--- config.mk ---
export PLATFORM = sky130hd
export DESIGN_NAME = rmls_top
export DESIGN_NICKNAME = d
export VERILOG_FILES = /design/src/verilog/rmls_top.v /design/src/verilog/rmls_sync3.v /design/src/verilog/rmls_remap.v
export VERILOG_INCLUDE_DIRS = /design/src /design/src/verilog
export SDC_FILE = /design/constraint.sdc
export NUM_CORES = 1
export LEC_CHECK = 0
export BUFFER_PORTS_ARGS = -buffer_cell sky130_fd_sc_hd__buf_2
export CORE_AREA = 5 5 107 109
export CTS_CLUSTER_DIAMETER = 40
export DETAILED_ROUTE_END_ITERATION = 10
export DIE_AREA = 0 0 112 114
export HOLD_SLACK_MARGIN = 0.15
export PLACE_DENSITY = 0.54
export SYNTH_ARGS = -nofsm -noshare
export SYNTH_HDL_FRONTEND = slang
export SYNTH_SLANG_ARGS = --single-unit
--- constraint.sdc ---
create_clock -name mclk -period 2.65 [get_ports mclk]
set_input_delay 0.6625 -clock mclk [delete_from_list [all_inputs] [get_ports mclk]]
set_output_delay 0.6625 -clock mclk [all_outputs]
set_load 0.05 [all_outputs]
--- src/verilog/rmls_regs.vh ---
`ifndef RMLS_REGS_VH
`define RMLS_REGS_VH
// Register offsets
`define RMLS_OFS_RX_ADDR    8'h06
`define RMLS_OFS_TGT_ADDR   8'h07
`define RMLS_OFS_ALIAS_ADDR 8'h08
`define RMLS_OFS_CRC_LO     8'h0A
`define RMLS_OFS_CRC_HI     8'h0B
`define RMLS_OFS_STATUS     8'h0C
// Field positions
`define RMLS_ADDR_MSB       7
`define RMLS_ADDR_LSB       1
`define RMLS_HOLD_BIT       0
`define RMLS_ST_LOST_BIT    4
`define RMLS_ST_SELFTEST    3
`define RMLS_ST_CLK_BIT     2
`define RMLS_ST_NORM_BIT    1
`define RMLS_ST_LINK_BIT    0
// Reset values
`define RMLS_RST_BYTE       8'h00
`define RMLS_RST_ADDR7      7'h00
`define RMLS_RST_CNT        16'h0000
`define RMLS_CNT_ONE        16'h0001
`define RMLS_CNT_MAX        16'hFFFF
`endif

--- src/verilog/rmls_top.v ---
// How it works
// - 7-bit receiver address; zero blocks access
// - Address auto-loaded after lock unless held
// - Hold bit set suppresses auto-load
// - Alias match replaced by target; zero blocks
// - 7-bit alias stored; zero disables slave
// - 16-bit CRC counter, cleared by reset control
// - Sticky link-lost flag until reset control
// - Self-test CRC flag, three clear causes
// - Status bit 2 shows input clock
// - Normal CRC flag, cleared by loss/reset
// - Status bit 0 shows link detect
`timescale 1ns/10ps
`include "rmls_regs.vh"
module rmls_top (
    // Clock, reset, enable
    input  wire       mclk,
    input  wire       rst,
    input  wire       ce,
    // Register port
    input  wire       reg_wr,
    input  wire       reg_rd,
    input  wire [7:0] reg_addr,
    input  wire [7:0] reg_wdata,
    output reg  [7:0] reg_rdata,
    // Control channel events
    input  wire       rx_lock,
    input  wire [6:0] cc_rx_addr,
    input  wire       crc_err_pulse,
    input  wire       selftest_active,
    input  wire       selftest_start,
    input  wire       link_lost_pulse,
    input  wire       crc_clear,
    // Status pins
    input  wire       input_clock_present,
    input  wire       link_detect_pin,
    // Local I2C request
    input  wire       req_valid,
    input  wire [6:0] req_addr,
    // Forwarded request
    output wire       fwd_valid,
    output wire [6:0] fwd_addr,
    output wire       fwd_block
);
    reg  [6:0]  remote_receiver_address_r;
    reg         hold_receiver_address_r;
    reg  [6:0]  remote_target_address_r;
    reg  [6:0]  local_match_address_r;
    reg  [15:0] crc_count_r;
    reg         link_lost_r;
    reg         selftest_crc_error_flag_r;
    reg         normal_crc_error_r;
    reg         lock_d_r;
    wire        clk_ok;
    wire        link_ok;
    wire        lock_rise;
    wire [7:0]  status_byte;

    // Pin synchronisers
    rmls_sync3 u_sync_clk (
        .mclk      (mclk),
        .rst       (rst),
        .ce        (ce),
        .pin_in    (input_clock_present),
        .level_out (clk_ok)
    );
    rmls_sync3 u_sync_link (
        .mclk      (mclk),
        .rst       (rst),
        .ce        (ce),
        .pin_in    (link_detect_pin),
        .level_out (link_ok)
    );

    // Lock edge detect
    assign lock_rise = rx_lock & ~lock_d_r;
    always @(posedge mclk) begin
        if (rst) begin
            lock_d_r <= 1'b0;
        end else if (ce) begin
            lock_d_r <= rx_lock;
        end
    end

    // Receiver address and hold bit
    always @(posedge mclk) begin
        if (rst) begin
            remote_receiver_address_r <= `RMLS_RST_ADDR7;
            hold_receiver_address_r   <= 1'b0;
        end else if (ce) begin
            if (reg_wr && reg_addr == `RMLS_OFS_RX_ADDR) begin
                remote_receiver_address_r <= reg_wdata[`RMLS_ADDR_MSB:`RMLS_ADDR_LSB];
                hold_receiver_address_r   <= reg_wdata[`RMLS_HOLD_BIT];
            end else if (lock_rise && !hold_receiver_address_r) begin
                remote_receiver_address_r <= cc_rx_addr;
            end
        end
    end

    // Target and alias addresses
    always @(posedge mclk) begin
        if (rst) begin
            remote_target_address_r <= `RMLS_RST_ADDR7;
            local_match_address_r   <= `RMLS_RST_ADDR7;
        end else if (ce && reg_wr) begin
            if (reg_addr == `RMLS_OFS_TGT_ADDR) begin
                remote_target_address_r <= reg_wdata[`RMLS_ADDR_MSB:`RMLS_ADDR_LSB];
            end
            if (reg_addr == `RMLS_OFS_ALIAS_ADDR) begin
                local_match_address_r <= reg_wdata[`RMLS_ADDR_MSB:`RMLS_ADDR_LSB];
            end
        end
    end

    // CRC error counter, saturating
    always @(posedge mclk) begin
        if (rst) begin
            crc_count_r <= `RMLS_RST_CNT;
        end else if (ce) begin
            if (crc_clear) begin
                crc_count_r <= `RMLS_RST_CNT;
            end else if (crc_err_pulse && crc_count_r != `RMLS_CNT_MAX) begin
                crc_count_r <= crc_count_r + `RMLS_CNT_ONE;
            end
        end
    end

    // Sticky status flags; a new event wins over its clear
    always @(posedge mclk) begin
        if (rst) begin
            link_lost_r               <= 1'b0;
            selftest_crc_error_flag_r <= 1'b0;
            normal_crc_error_r        <= 1'b0;
        end else if (ce) begin
            if (link_lost_pulse) begin
                link_lost_r <= 1'b1;
            end else if (crc_clear) begin
                link_lost_r <= 1'b0;
            end
            if (crc_err_pulse && selftest_active) begin
                selftest_crc_error_flag_r <= 1'b1;
            end else if (link_lost_pulse || selftest_start || crc_clear) begin
                selftest_crc_error_flag_r <= 1'b0;
            end
            if (crc_err_pulse && !selftest_active) begin
                normal_crc_error_r <= 1'b1;
            end else if (link_lost_pulse || crc_clear) begin
                normal_crc_error_r <= 1'b0;
            end
        end
    end

    // Status byte assembly
    // self-test in bit 3
    assign status_byte = {3'h0, link_lost_r, selftest_crc_error_flag_r,
                          clk_ok, normal_crc_error_r, link_ok};

    // Registered read data; unmapped offsets read zero
    always @(posedge mclk) begin
        if (rst) begin
            reg_rdata <= `RMLS_RST_BYTE;
        end else if (ce && reg_rd) begin
            case (reg_addr)
                `RMLS_OFS_RX_ADDR:    reg_rdata <= {remote_receiver_address_r,
                                                    hold_receiver_address_r};
                `RMLS_OFS_TGT_ADDR:   reg_rdata <= {remote_target_address_r, 1'b0};
                `RMLS_OFS_ALIAS_ADDR: reg_rdata <= {local_match_address_r, 1'b0};
                `RMLS_OFS_CRC_LO:     reg_rdata <= crc_count_r[7:0];
                `RMLS_OFS_CRC_HI:     reg_rdata <= crc_count_r[15:8];
                `RMLS_OFS_STATUS:     reg_rdata <= status_byte;
                default:              reg_rdata <= `RMLS_RST_BYTE;
            endcase
        end
    end

    // Remap of local requests toward the link
    // receiver gate
    rmls_remap u_remap (
        .mclk       (mclk),
        .rst        (rst),
        .ce         (ce),
        .rx_addr    (remote_receiver_address_r),
        .tgt_addr   (remote_target_address_r),
        .alias_addr (local_match_address_r),
        .req_valid  (req_valid),
        .req_addr   (req_addr),
        .fwd_valid  (fwd_valid),
        .fwd_addr   (fwd_addr),
        .fwd_block  (fwd_block)
    );
endmodule // rmls_top

--- src/verilog/rmls_sync3.v ---
`timescale 1ns/10ps
// Three-stage pin synchroniser; output changes when stages two and three agree
module rmls_sync3 (
    // Clock and control
    input  wire mclk,
    input  wire rst,
    input  wire ce,
    // Pin in, clean level out
    input  wire pin_in,
    output reg  level_out
);
    reg s1_r;
    reg s2_r;
    reg s3_r;

    // Shift chain and agreement filter
    always @(posedge mclk) begin
        if (rst) begin
            s1_r      <= 1'b0;
            s2_r      <= 1'b0;
            s3_r      <= 1'b0;
            level_out <= 1'b0;
        end else if (ce) begin
            s1_r <= pin_in;
            s2_r <= s1_r;
            s3_r <= s2_r;
            if (s2_r == s3_r) begin
                level_out <= s3_r;
            end
        end
    end
endmodule // rmls_sync3

--- src/verilog/rmls_remap.v ---
`timescale 1ns/10ps
`include "rmls_regs.vh"
// Address remap for one local I2C request: alias to target, receiver pass-through
module rmls_remap (
    // Clock and control
    input  wire       mclk,
    input  wire       rst,
    input  wire       ce,
    // Stored addresses
    input  wire [6:0] rx_addr,
    input  wire [6:0] tgt_addr,
    input  wire [6:0] alias_addr,
    // Local request
    input  wire       req_valid,
    input  wire [6:0] req_addr,
    // Forwarded request
    output reg        fwd_valid,
    output reg  [6:0] fwd_addr,
    output reg        fwd_block
);
    // Registered remap decision
    always @(posedge mclk) begin
        if (rst) begin
            fwd_valid <= 1'b0;
            fwd_addr  <= `RMLS_RST_ADDR7;
            fwd_block <= 1'b0;
        end else if (ce) begin
            fwd_valid <= 1'b0;
            fwd_block <= 1'b0;
            if (req_valid) begin
                if (alias_addr != `RMLS_RST_ADDR7 && req_addr == alias_addr) begin
                    fwd_addr <= tgt_addr;
                    if (tgt_addr == `RMLS_RST_ADDR7) begin
                        fwd_block <= 1'b1;
                    end else begin
                        fwd_valid <= 1'b1;
                    end
                end else if (req_addr == rx_addr) begin
                    fwd_addr <= rx_addr;
                    if (rx_addr == `RMLS_RST_ADDR7) begin
                        fwd_block <= 1'b1;
                    end else begin
                        fwd_valid <= 1'b1;
                    end
                end
            end
        end
    end
endmodule // rmls_remap

==> results of run 1 <==
[sequential cells by signal (all words and copies together), names as in the netlist, 7 cells and up]
| signal | cells |
|---|---|
| reg_rdata | 8 |
| remote_receiver_address_r | 7 |
| u_remap.fwd_addr | 7 |
| crc_count_r | 16 |
| local_match_address_r | 7 |
| remote_target_address_r | 7 |
[worst max-delay path, cell delays in order (launching register included)]
cell	delay, ns
sky130_fd_sc_hd__dfxtp_1	0.37
sky130_fd_sc_hd__or4_1	0.54
sky130_fd_sc_hd__nor4_2	0.24
sky130_fd_sc_hd__or3_1	0.42
sky130_fd_sc_hd__mux2i_1	0.32
sky130_fd_sc_hd__a211oi_2	0.10
[synth_stat cells (4+ instances only)]
cell type,number
sky130_fd_sc_hd__mux2i_1,45
sky130_fd_sc_hd__a21oi_1,24
sky130_fd_sc_hd__dfxtp_1,67
sky130_fd_sc_hd__mux2_2,4
sky130_fd_sc_hd__inv_1,4
sky130_fd_sc_hd__nand2_1,26
sky130_fd_sc_hd__a221oi_1,4
sky130_fd_sc_hd__nor2_1,54
sky130_fd_sc_hd__a311oi_1,4
sky130_fd_sc_hd__nand3_1,12
sky130_fd_sc_hd__xnor2_1,14
sky130_fd_sc_hd__a211oi_1,13
sky130_fd_sc_hd__nand4_1,5
sky130_fd_sc_hd__o21ai_0,13
sky130_fd_sc_hd__and3_1,6
sky130_fd_sc_hd__o21ai_1,6
sky130_fd_sc_hd__clkbuf_1,12
sky130_fd_sc_hd__o31ai_1,9
sky130_fd_sc_hd__a31oi_1,6
sky130_fd_sc_hd__nor3_1,11
[power groups by stage]
stage                     Sequential (mW)  Clock [mW]  Combinational [mW]
after detailed placement             1.07           0               0.226
after global placement               1.07           0               0.223
after global routing                 1.05       0.860               0.249
after CTS                            1.05       0.806               0.226
after floorplan                      1.08           0               0.132
final                                1.05       0.786               0.224
[how the worst max path moves through the flow]
| stage | startpoint | to |
|---|---|---|
| after floorplan | reg_addr[7] | local_match_address_r[6]$_SDFFE_PP0P_ |
| after CTS | local_match_address_r[2]$_SDFFE_PP0P_ | u_remap.fwd_addr[6]$_SDFFE_PP0P_ |
| final | local_match_address_r[2]$_SDFFE_PP0P_ | u_remap.fwd_addr[6]$_SDFFE_PP0P_ |
| after detailed placement | reg_addr[7] | remote_target_address_r[3]$_SDFFE_PP0P_ |
| after global placement | reg_addr[7] | remote_target_address_r[6]$_SDFFE_PP0P_ |
| after global routing | crc_count_r[6]$_SDFFE_PP0P_ | crc_count_r[14]$_SDFFE_PP0P_ |
[cell families (layout without fill, tap and decap cells)]
kind of cell | count (synthesis) | count (layout) | share of synthesized area, %
multiplexers | 49 | 49 | 13.90
flip-flops | 67 | 67 | 37.64
buffers and inverters | 24 | 90 | 3.195
AO/OA/AOI/OAI | 101 | 101 | 19.14
XOR/XNOR | 15 | 15 | 3.687
adder cells (fa/ha/maj) | 1 | 1 | 0.3511
AND/OR/NAND/NOR | 145 | 145 | 22.09
[per-layer routing]
| metal | share of wire (%) | GRT usage (%) | vias up |
|---|---|---|---|
| met4 | 2.3 | 6.170 | 0 |
| met1 | 49 | 23.59 | 1544 |
| met5 | 0 | 0 | - |
| li1 | - | - | 1623 |
| met2 | 44 | 24.46 | 78 |
| met3 | 4.9 | 3.236 | 16 |
[final cells by class]
class	count	area (sq um)	area share, %
multi-input combinational	311	2108	50.30
sequential	67	1341	32.00
timing repair buffer	70	375.4	8.955
tap	140	175.2	4.179
clock buffer	9	123.9	2.955
clock inverter	7	52.55	1.254
inverter	4	15.01	0.3582
==> flow_summary.json, run 1 <==
{
  "holdWs_ns": 0.4523,
  "finClkSkew_ns": 0.01094,
  "synth.largest_area_cell": "sky130_fd_sc_hd__dfxtp_1",
  "worstHoldPathCells": 2,
  "critical_path_peak_fanout": 8,
  "final.setup.tns_ns": 0,
  "placed_cells_incl_taps": 592,
  "number_of_antenna_violations_at_the_first_check_in_global_routing": 0,
  "h_tree_depth_reported_by_cts": 3,
  "finalSetupViolCount": 0,
  "setup_repair_after_global_routing_missed_its_margin": "no",
  "maxCapViolCount": 0,
  "syn_inst": 402,
  "layout.cells.most_common": "sky130_fd_sc_hd__dfxtp_1",
  "leakagePower_nw": 1.741,
  "fp.dieH_um": 114,
  "cts_inserted_buffers": 9,
  "worstHoldEndpoint": "reg_rdata[7]$_SDFFE_PP0P_",
  "finalPower_mw": 2.059,
  "rr_worst_depth": 5,
  "dp_worst_setup_slack_ns": 0.2907,
  "drt_wl_total_um": 10220,
  "grt_start_max_net_pins": 53,
  "globalRoute.totalOverflow": 0,
  "min_period_ns": 2.117,
  "netlist_area_sq_um": 3563,
  "antennaDiodeCount": 0,
  "grt_first_pass_wirelength_um": 16820,
  "criticalPathCategory": "reg2reg",
  "power.share.sequential_pct": 50.9,
  "async_reset_ff_share_pct": 0,
  "placement.cell_area_sq_um": 4015,
  "timing.fmax_ghz": 0.4724,
  "clock_network_power_share_pct": 38.2,
  "drt.antenna.violating_nets": 0,
  "area_delta_synth_final_pct": 17.63,
  "timing.final.crit_share_pct": 79.88,
  "postSynthNetCount": 447,
  "critical_path_required_ns": 2.86,
  "timing.hold.worst.class": "reg2reg",
  "drt-vias-per-instance": 5.363,
  "clock_pin_transition_on_the_worst_setup_and_hold_timing_paths_ns": 0.08,
  "cts.repair.resized": 0,
  "slew_viols_final": 0,
  "postCtsSetupBuffers": 0,
  "tightestPinTransition_ns": 0.6029,
  "timing.rr.start": "local_match_address_r[2]$_SDFFE_PP0P_",
  "final_cell_mix": "sky130_fd_sc_hd__dfxtp_1, sky130_fd_sc_hd__buf_2, sky130_fd_sc_hd__nor2_1",
  "crit-reg2reg-capture": "u_remap.fwd_addr[6]$_SDFFE_PP0P_",
  "drcViolationCount": 0,
  "post_cts_hold_buffer_count": 0,
  "cts-root-to-sink-buffers": 2,
  "total_switching_power_mw": 0.6003,
  "total_i_o_pin_count": 61,
  "final_cell_area_sq_um": 4192,
  "worst-endpoint-arrival_ns": 2.33,
  "post-route-util_pct": 39.89,
  "via_count_of_the_first_global_routing_pass": 3130,
  "clkSinkCount": 67,
  "detailroute.via_count": 3261,
  "placementRows": 38,
  "synth_top_flop_cell": "sky130_fd_sc_hd__dfxtp_1",
  "timing.hold.worst.start": "reg_rdata[7]$_SDFFE_PP0P_",
  "swShare_pct": 29.16,
  "fill_cells": 1102,
  "firstDrtPassIters": 4,
  "synth.lib_cells_used.distinct": 59,
  "synth.top_cell.area_share_pct": 37.64,
  "wl_per_cell_um": 16.81,
  "critPathCaptureType": "register",
  "sequential_to_total_area_share_from_yosys_stat_pct": 37.64,
  "hold_viol_final": 0,
  "power.combinational.fraction_pct": 10.9,
  "internal_power_mw": 1.458,
  "tritoncts": "yes",
  "place.detailed.hpwl_um": 7754,
  "ys_top_cells_by_area": "sky130_fd_sc_hd__dfxtp_1, sky130_fd_sc_hd__mux2i_1, sky130_fd_sc_hd__nor2_1",
  "setup_ws_ns": 0.5333,
  "ys_seq_elements": 67,
  "reg2reg_slack_ns": 0.53,
  "global_route.usage.total_pct": 16.45,
  "total_die_area_sq_um": 12770,
  "design.core.area_sq_um": 10510,
  "synth_edf_count": 0,
  "clockRootBuffer": "sky130_fd_sc_hd__clkbuf_8",
  "yosysWarnings": 0,
  "power.density_nw_per_um2": 491.1,
  "timing.critical_path.from_type": "register",
  "gp_congestion": 0.8788,
  "first_iter_violations": 198,
  "initial_standard_cell_utilization_of_the_core_pct": 33.91,
  "chipWidth_um": 112,
  "drive_gt1_share_pct": 22.86,
  "finish.cell_count_without_fillers": 608,
  "ir_drop_v": 0.0002362,
  "synth.avg_cell_area_sq_um": 8.864,
  "num-nets-final": 508,
  "portBuffers": 60,
  "outcome": "complete, no violations",
  "worstSkewPairLatency_ns": 0.35,
  "worst_slew_margin_rel_pct": 59.81
}
Power figures use the tool's default switching activity.
==> run 2, diff against run 1 <==
ABC_AREA = 1   (was not set)
CORE_AREA = 5 5 109 111   (was 5 5 107 109)
DIE_AREA = 0 0 114 116   (was 0 0 112 114)
PLACE_DENSITY = 0.53   (was 0.54)
clock period = 2.2 ns   (was 2.65 ns; I/O delays follow)
==> run 2 against run 1 <==
  * Clock power up 46%
  * Critical endpoint is now crc_count_r[15]$_SDFFE_PP0P_
  * Worst hold slack lost 0.031 ns
  * Routed wire length is 11% higher
  * Cell count rose by 28%
  * Cell area increased by 4.1%
  * Register-to-register slack got worse by 0.24 ns
  * Synthesized cell count increased by 43%
  * Sequential share of layout area down 1.2 points
  * Global-route usage rose by 1.3 points
  * Non-clock buffer count grew 3
  * Count of clock-buffer cells in the layout grew 1
==> flow_summary.json, run 2 <==
{
  "outcome": "complete, no violations",
  "globalRoute.totalOverflow": 0,
  "maxCapViolCount": 0,
  "chipWidth_um": 114,
  "post_cts_hold_buffer_count": 0,
  "drive_gt1_share_pct": 16.85,
  "min_period_ns": 1.907,
  "timing.rr.start": "crc_count_r[0]$_SDFFE_PP0P_",
  "initial_standard_cell_utilization_of_the_core_pct": 34.33,
  "crit-reg2reg-capture": "crc_count_r[15]$_SDFFE_PP0P_",
  "layout.cells.most_common": "sky130_fd_sc_hd__nand2_1",
  "leakagePower_nw": 1.926,
  "power.combinational.fraction_pct": 10.5,
  "yosys.area_share.xor_xnor_pct": 1.670,
  "h_tree_depth_reported_by_cts": 3,
  "fp.dieH_um": 116,
  "complex_gate_fraction_of_the_synthesized_area_pct": 18.09,
  "first_iter_violations": 218,
  "main_combinational_cell_family_by_area_after_synthesis": "simple AND/OR/NAND/NOR gates",
  "timing.fmax_ghz": 0.5243,
  "timing.hold.worst.start": "link_detect_pin",
  "cts_inserted_buffers": 9,
  "final.setup.tns_ns": 0,
  "yosysWarnings": 0,
  "slew_viols_final": 0,
  "rr_worst_depth": 11,
  "timing.hold.worst.class": "in2reg",
  "place.detailed.hpwl_um": 8899,
  "swShare_pct": 26.05,
  "num-nets-final": 682,
  "hold_viol_final": 0,
  "gp_congestion": 0.9584,
  "worstSkewPairLatency_ns": 0.35,
  "clock_network_power_share_pct": 42.5,
  "portBuffers": 60,
  "synth.top_cell.area_share_pct": 36.52,
  "final_cell_mix": "sky130_fd_sc_hd__nand2_1, sky130_fd_sc_hd__nor2_1, sky130_fd_sc_hd__inv_1",
  "total_die_area_sq_um": 13220,
  "synth-adder-area-share_pct": 0.3407,
  "worst-endpoint-arrival_ns": 2.20,
  "finClkSkew_ns": 0.01177,
  "design.core.area_sq_um": 10700,
  "post_synth_most_frequent_cells": "sky130_fd_sc_hd__nand2_1, sky130_fd_sc_hd__nor2_1, sky130_fd_sc_hd__inv_1",
  "worstHoldPathCells": 3,
  "yosys.area_share.simple_pct": 32.81,
  "ys_seq_elements": 67,
  "synth_most_common_cell": "sky130_fd_sc_hd__nand2_1",
  "power.share.sequential_pct": 47.0,
  "sequential_to_total_area_share_from_yosys_stat_pct": 36.52,
  "finalSetupViolCount": 0,
  "placement.cell_area_sq_um": 4146,
  "crit_path_top_delay_cell": "sky130_fd_sc_hd__dfxtp_1",
  "synth.lib_cells_used.distinct": 36,
  "total_switching_power_mw": 0.7028,
  "worstHoldEndpoint": "u_sync_link.s1_r$_SDFFE_PP0P_",
  "ir_drop_v": 0.0003357,
  "timing.final.crit_share_pct": 86.70,
  "synth.largest_area_cell": "sky130_fd_sc_hd__dfxtp_1",
  "synthMuxAreaShare_pct": 0,
  "clkSinkCount": 67,
  "internal_power_mw": 1.995,
  "async_reset_ff_share_pct": 0,
  "tritoncts": "yes",
  "drt.antenna.violating_nets": 0,
  "clock_pin_transition_on_the_worst_setup_and_hold_timing_paths_ns": 0.07,
  "placementRows": 38,
  "area_delta_synth_final_pct": 18.77,
  "cts.repair.resized": 0,
  "critPathCaptureType": "register",
  "synth_top_flop_cell": "sky130_fd_sc_hd__dfxtp_1",
  "total_i_o_pin_count": 61,
  "postCtsSetupBuffers": 0,
  "drt_wl_total_um": 11390,
  "critical_path_peak_fanout": 22,
  "via_count_of_the_first_global_routing_pass": 3628,
  "synth_edf_count": 0,
  "synth.avg_cell_area_sq_um": 6.398,
  "critical_path_required_ns": 2.49,
  "critical_path.cell_chain": "ha_1, nand2_1, nor3_4, nand2_2, nor2_2, nand2_2, nand2_4, nand2_4, inv_1, nand3_1, nand2_1",
  "drcViolationCount": 0,
  "largest_registers_ranked_by_flip_flop_count": "crc_count_r x16, reg_rdata x8",
  "clockRootBuffer": "sky130_fd_sc_hd__clkbuf_8",
  "wl_per_cell_um": 14.58,
  "antennaDiodeCount": 0,
  "criticalPathCategory": "reg2reg",
  "tightestPinTransition_ns": 0.3644,
  "grt_first_pass_wirelength_um": 18400,
  "fill_cells": 1187,
  "syn_inst": 574,
  "drt-vias-per-instance": 4.927,
  "timing.critical_path.from_type": "register",
  "final_cell_area_sq_um": 4362,
  "netlist_area_sq_um": 3672,
  "regMostFlops": "crc_count_r",
  "slowest_cell_delay_on_critical_path_ns": 0.39,
  "number_of_antenna_violations_at_the_first_check_in_global_routing": 0,
  "number_of_flip_flops_in_the_largest_register": 16,
  "grt_start_max_net_pins": 31,
  "setup_repair_after_global_routing_missed_its_margin": "no",
  "reg2reg_slack_ns": 0.29,
  "detailroute.via_count": 3848,
  "power.density_nw_per_um2": 618.6,
  "worst_slew_margin_rel_pct": 75.62,
  "global_route.usage.total_pct": 17.74,
  "ys_top_cells_by_area": "sky130_fd_sc_hd__dfxtp_1, sky130_fd_sc_hd__nand2_1, sky130_fd_sc_hd__nor2_1",
  "firstDrtPassIters": 4,
  "cts-root-to-sink-buffers": 2,
  "postSynthNetCount": 619
}
[run 2: area by class of cell]
type,instances,area (sq um),area share [%]
Tap cell,140,175.2,4.016
Clock inverter,5,77.57,1.779
Sequential cell,67,1341,30.75
Timing Repair Buffer,73,397.9,9.122
Multi-Input combinational cell,409,1943,44.55
Inverter,77,289.0,6.627
Clock buffer,10,137.6,3.155
[run 2: logic make-up (layout without fill, tap and decap cells)]
family	count (synthesis)	after routing
AND/OR/NAND/NOR	279	279
AO/OA/AOI/OAI	122	122
buffers and inverters	98	165
flip-flops	67	67
XOR/XNOR	7	7
adder cells (fa/ha/maj)	1	1
[run 2: metal layers]
layer / wire length (um) / share of wire (%) / vias up / global-route usage, %
li1: - / - / 1988 / -
met1: 4886 / 43 / 1755 / 21.91
met2: 5782 / 51 / 93 / 31.07
met3: 562 / 4.9 / 12 / 3.916
met4: 156 / 1.4 / 0 / 5.067
met5: 0 / 0 / - / 0
[run 2: critical path, delay by kind of cell, from the launching register on]
kind | cells | cell delay (ns)
adders and majority gates | 1 | 0.19
buffers and inverters | 1 | 0.19
DFF | 1 | 0.39
and+or+nand+nor | 9 | 1.05
[run 2: worst max path at each step]
stage / start / endpoint / slack, ns / cells after the start
6_report: crc_count_r[0]$_SDFFE_PP0P_ / crc_count_r[15]$_SDFFE_PP0P_ / 0.29 / 11
4_1_cts: crc_count_r[0]$_SDFFE_PP0P_ / crc_count_r[15]$_SDFFE_PP0P_ / 0.28 / 11
2_1_floorplan: reg_addr[5] / remote_receiver_address_r[3]$_SDFFE_PP0P_ / 0.49 / 10
3_5_place_dp: reg_addr[5] / reg_rdata[0]$_SDFFE_PP0P_ / 0.24 / 9
3_3_place_gp: reg_addr[5] / reg_rdata[0]$_SDFFE_PP0P_ / 0.23 / 9
5_1_grt: crc_count_r[0]$_SDFFE_PP0P_ / crc_count_r[0]$_SDFFE_PP0P_ / 0.11 / 11
[run 2: power by group through the flow]
stage | sequential [mW] | combinational (mW) | clock [mW]
5_1_grt | 1.27 | 0.320 | 1.23
6_report | 1.27 | 0.283 | 1.15
3_3_place_gp | 1.30 | 0.282 | 0
4_1_cts | 1.27 | 0.284 | 1.18
3_5_place_dp | 1.30 | 0.283 | 0
2_1_floorplan | 1.30 | 0.170 | 0
[run 2: stage by stage]
stage / cells / power, mW / hold WS (ns) / worst slack, ns / util (%)
final: 781 / 2.698 / 0.4211 / 0.2927 / 40.77
after global routing: 781 / 2.823 / 0.4119 / 0.1135 / 40.77
after CTS: 781 / 2.733 / 0.4103 / 0.2827 / 40.77
after detailed placement: 766 / 1.580 / 0.4483 / 0.2368 / 38.76
after global placement: 766 / 1.578 / 0.4459 / 0.2346 / 38.76
after floorplan: 574 / 1.471 / 0.4299 / 0.4909 / -
==> run 3, diff against run 2 <==
CORE_AREA = 5 5 114 106   (was 5 5 109 111)
DIE_AREA = 0 0 119 111   (was 0 0 114 116)
==> run 3 against run 2 <==
  * Largest power group is now clock
  * Cell count decreased by 0.90%
  * Via count about the same
  * Clock power grew 41%
==> flow_summary.json, run 3 (synthesis gave the netlist of run 2 again) <==
{
  "total_die_area_sq_um": 13210,
  "cts_inserted_buffers": 9,
  "finClkSkew_ns": 0.005411,
  "crit_path_top_delay_cell": "sky130_fd_sc_hd__dfxtp_1",
  "final_cell_mix": "sky130_fd_sc_hd__nand2_1, sky130_fd_sc_hd__nor2_1, sky130_fd_sc_hd__inv_1",
  "globalRoute.totalOverflow": 0,
  "cts.repair.resized": 0,
  "detailroute.via_count": 3847,
  "path_buf_inv": 1,
  "hold_viol_final": 0,
  "largest_registers_ranked_by_flip_flop_count": "crc_count_r x16, reg_rdata x8",
  "grt_first_pass_wirelength_um": 18660,
  "design.core.area_sq_um": 10630,
  "clock_network_power_share_pct": 51.0,
  "worst_slew_margin_rel_pct": 68.23,
  "drcViolationCount": 0,
  "power.density_nw_per_um2": 711.4,
  "timing.hold.worst.class": "in2reg",
  "first_iter_violations": 270,
  "tightestPinTransition_ns": 0.4753,
  "num-nets-final": 681,
  "worstSkewPairLatency_ns": 0.34,
  "swShare_pct": 24.60,
  "post_cts_hold_buffer_count": 0,
  "finalPower_mw": 3.178,
  "initial_standard_cell_utilization_of_the_core_pct": 34.55,
  "antennaDiodeCount": 0,
  "global_route.usage.total_pct": 17.57,
  "via_count_of_the_first_global_routing_pass": 3609,
  "critical_path.cell_chain": "ha_1, nand2_1, nor3_4, nand2_2, nor2_2, nand2_2, nand2_4, nand2_4, inv_1, nand3_1, nand2_1",
  "grt.met1_usage_pct": 23.94,
  "drive_gt1_share_pct": 16.85,
  "critPathCaptureType": "register",
  "drt_wl_total_um": 11470,
  "criticalPathCategory": "reg2reg",
  "cp_top_family": "simple AND/OR/NAND/NOR gates",
  "layout.cells.most_common": "sky130_fd_sc_hd__nand2_1",
  "worst-endpoint-arrival_ns": 2.20,
  "cts-root-to-sink-buffers": 2,
  "slew_viols_final": 0,
  "postCtsSetupBuffers": 0,
  "rr_worst_depth": 11,
  "power.share.sequential_pct": 40.0,
  "drt.antenna.violating_nets": 0,
  "power.combinational.fraction_pct": 9.0,
  "chipWidth_um": 119,
  "wl_per_cell_um": 14.81,
  "clkSinkCount": 67,
  "placementRows": 36,
  "fp.dieH_um": 111,
  "critical_path_peak_fanout": 22,
  "final.setup.tns_ns": 0,
  "fill_cells": 1137,
  "setup_repair_after_global_routing_missed_its_margin": "no",
  "gr-max-usage-layer": "met2",
  "worstHoldPathCells": 3,
  "gr-usage-met3_pct": 4.184,
  "groute.layer.met2.usage_pct": 27.53,
  "area_delta_synth_final_pct": 21.67,
  "gp_congestion": 0.9152,
  "grt_start_max_net_pins": 34,
  "clock_pin_transition_on_the_worst_setup_and_hold_timing_paths_ns": 0.06,
  "critical_path_required_ns": 2.47,
  "leakagePower_nw": 1.975,
  "number_of_flip_flops_in_the_largest_register": 16,
  "timing.final.crit_share_pct": 87.35,
  "internal_power_mw": 2.397,
  "total_i_o_pin_count": 61,
  "finish.cell_count_without_fillers": 774,
  "maxCapViolCount": 0,
  "portBuffers": 60,
  "timing.critical_path.from_type": "register",
  "tritoncts": "yes",
  "h_tree_depth_reported_by_cts": 3,
  "min_period_ns": 1.922,
  "drt-vias-per-instance": 4.970,
  "ir_drop_v": 0.0004697,
  "placed_cells_incl_taps": 758,
  "critical_path_cell_count": 11,
  "regMostFlops": "crc_count_r",
  "place.detailed.hpwl_um": 8853,
  "slowest_cell_delay_on_critical_path_ns": 0.39,
  "outcome": "complete, no violations",
  "finalSetupViolCount": 0,
  "clockRootBuffer": "sky130_fd_sc_hd__clkbuf_16",
  "number_of_antenna_violations_at_the_first_check_in_global_routing": 0,
  "firstDrtPassIters": 5,
  "timing.fmax_ghz": 0.5204,
  "total_switching_power_mw": 0.7818
}
[run 3: cell types whose count changed in the layout (fill, tap and decap cells not counted)]
cell / before / now
sky130_fd_sc_hd__clkinv_2: 2 / 0
sky130_fd_sc_hd__buf_4: 13 / 12
sky130_fd_sc_hd__clkinv_4: 0 / 2
sky130_fd_sc_hd__clkbuf_16: 0 / 9
sky130_fd_sc_hd__clkbuf_8: 10 / 2
[run 3: layout make-up]
class | instances | area (sq um) | area share (%)
multi-input cells | 409 | 1943 | 43.49
flip-flops and latches | 67 | 1341 | 30.02
repair buffers | 72 | 390.4 | 8.737
inverters | 77 | 289.0 | 6.469
clock buffers | 11 | 252.7 | 5.657
well taps | 133 | 166.4 | 3.724
clock inverters | 5 | 85.08 | 1.904
[run 3: power groups by stage]
stage,registers [mW],clock network (mW),logic (mW)
2_1_floorplan,1.30,0,0.170
3_3_place_gp,1.30,0,0.282
3_5_place_dp,1.30,0,0.285
4_1_cts,1.27,1.64,0.286
5_1_grt,1.27,1.69,0.322
6_report,1.27,1.62,0.286
[run 3: final timing paths]
path,start,endpoint,slack (ns)
hold / removal,link_detect_pin,u_sync_link.s1_r$_SDFFE_PP0P_,0.44
setup reg to reg,crc_count_r[0]$_SDFFE_PP0P_,crc_count_r[15]$_SDFFE_PP0P_,0.28
setup / recovery,crc_count_r[0]$_SDFFE_PP0P_,crc_count_r[15]$_SDFFE_PP0P_,0.28
hold reg to reg,lock_d_r$_SDFFE_PP0P_,lock_d_r$_SDFFE_PP0P_,0.46
[run 3: through the flow]
stage	utilization [%]	area [sq um]	setup slack (ns)	hold WS, ns
global placement	38.85	4130	0.2372	0.4413
global route	42.03	4468	0.1024	0.4528
finish	42.03	4468	0.2784	0.4359
CTS	42.03	4468	0.2953	0.4401
floorplan	-	3672	0.4909	0.4299
detailed placement	38.85	4130	0.2293	0.4513
[run 3: worst min-delay path, cell delays in order]
cell and delay [ns]:
sky130_fd_sc_hd__buf_2 0.08, sky130_fd_sc_hd__nor2_1 0.03, sky130_fd_sc_hd__nor2_1 0.08
[run 3: routing by layer]
| layer | up-vias | routed length, um | share of wire [%] |
|---|---|---|---|
| li1 | 1989 | - | - |
| met2 | 95 | 5280 | 46 |
| met5 | - | 0 | 0 |
| met1 | 1746 | 5465 | 48 |
| met4 | 0 | 185 | 1.6 |
| met3 | 17 | 533 | 4.6 |
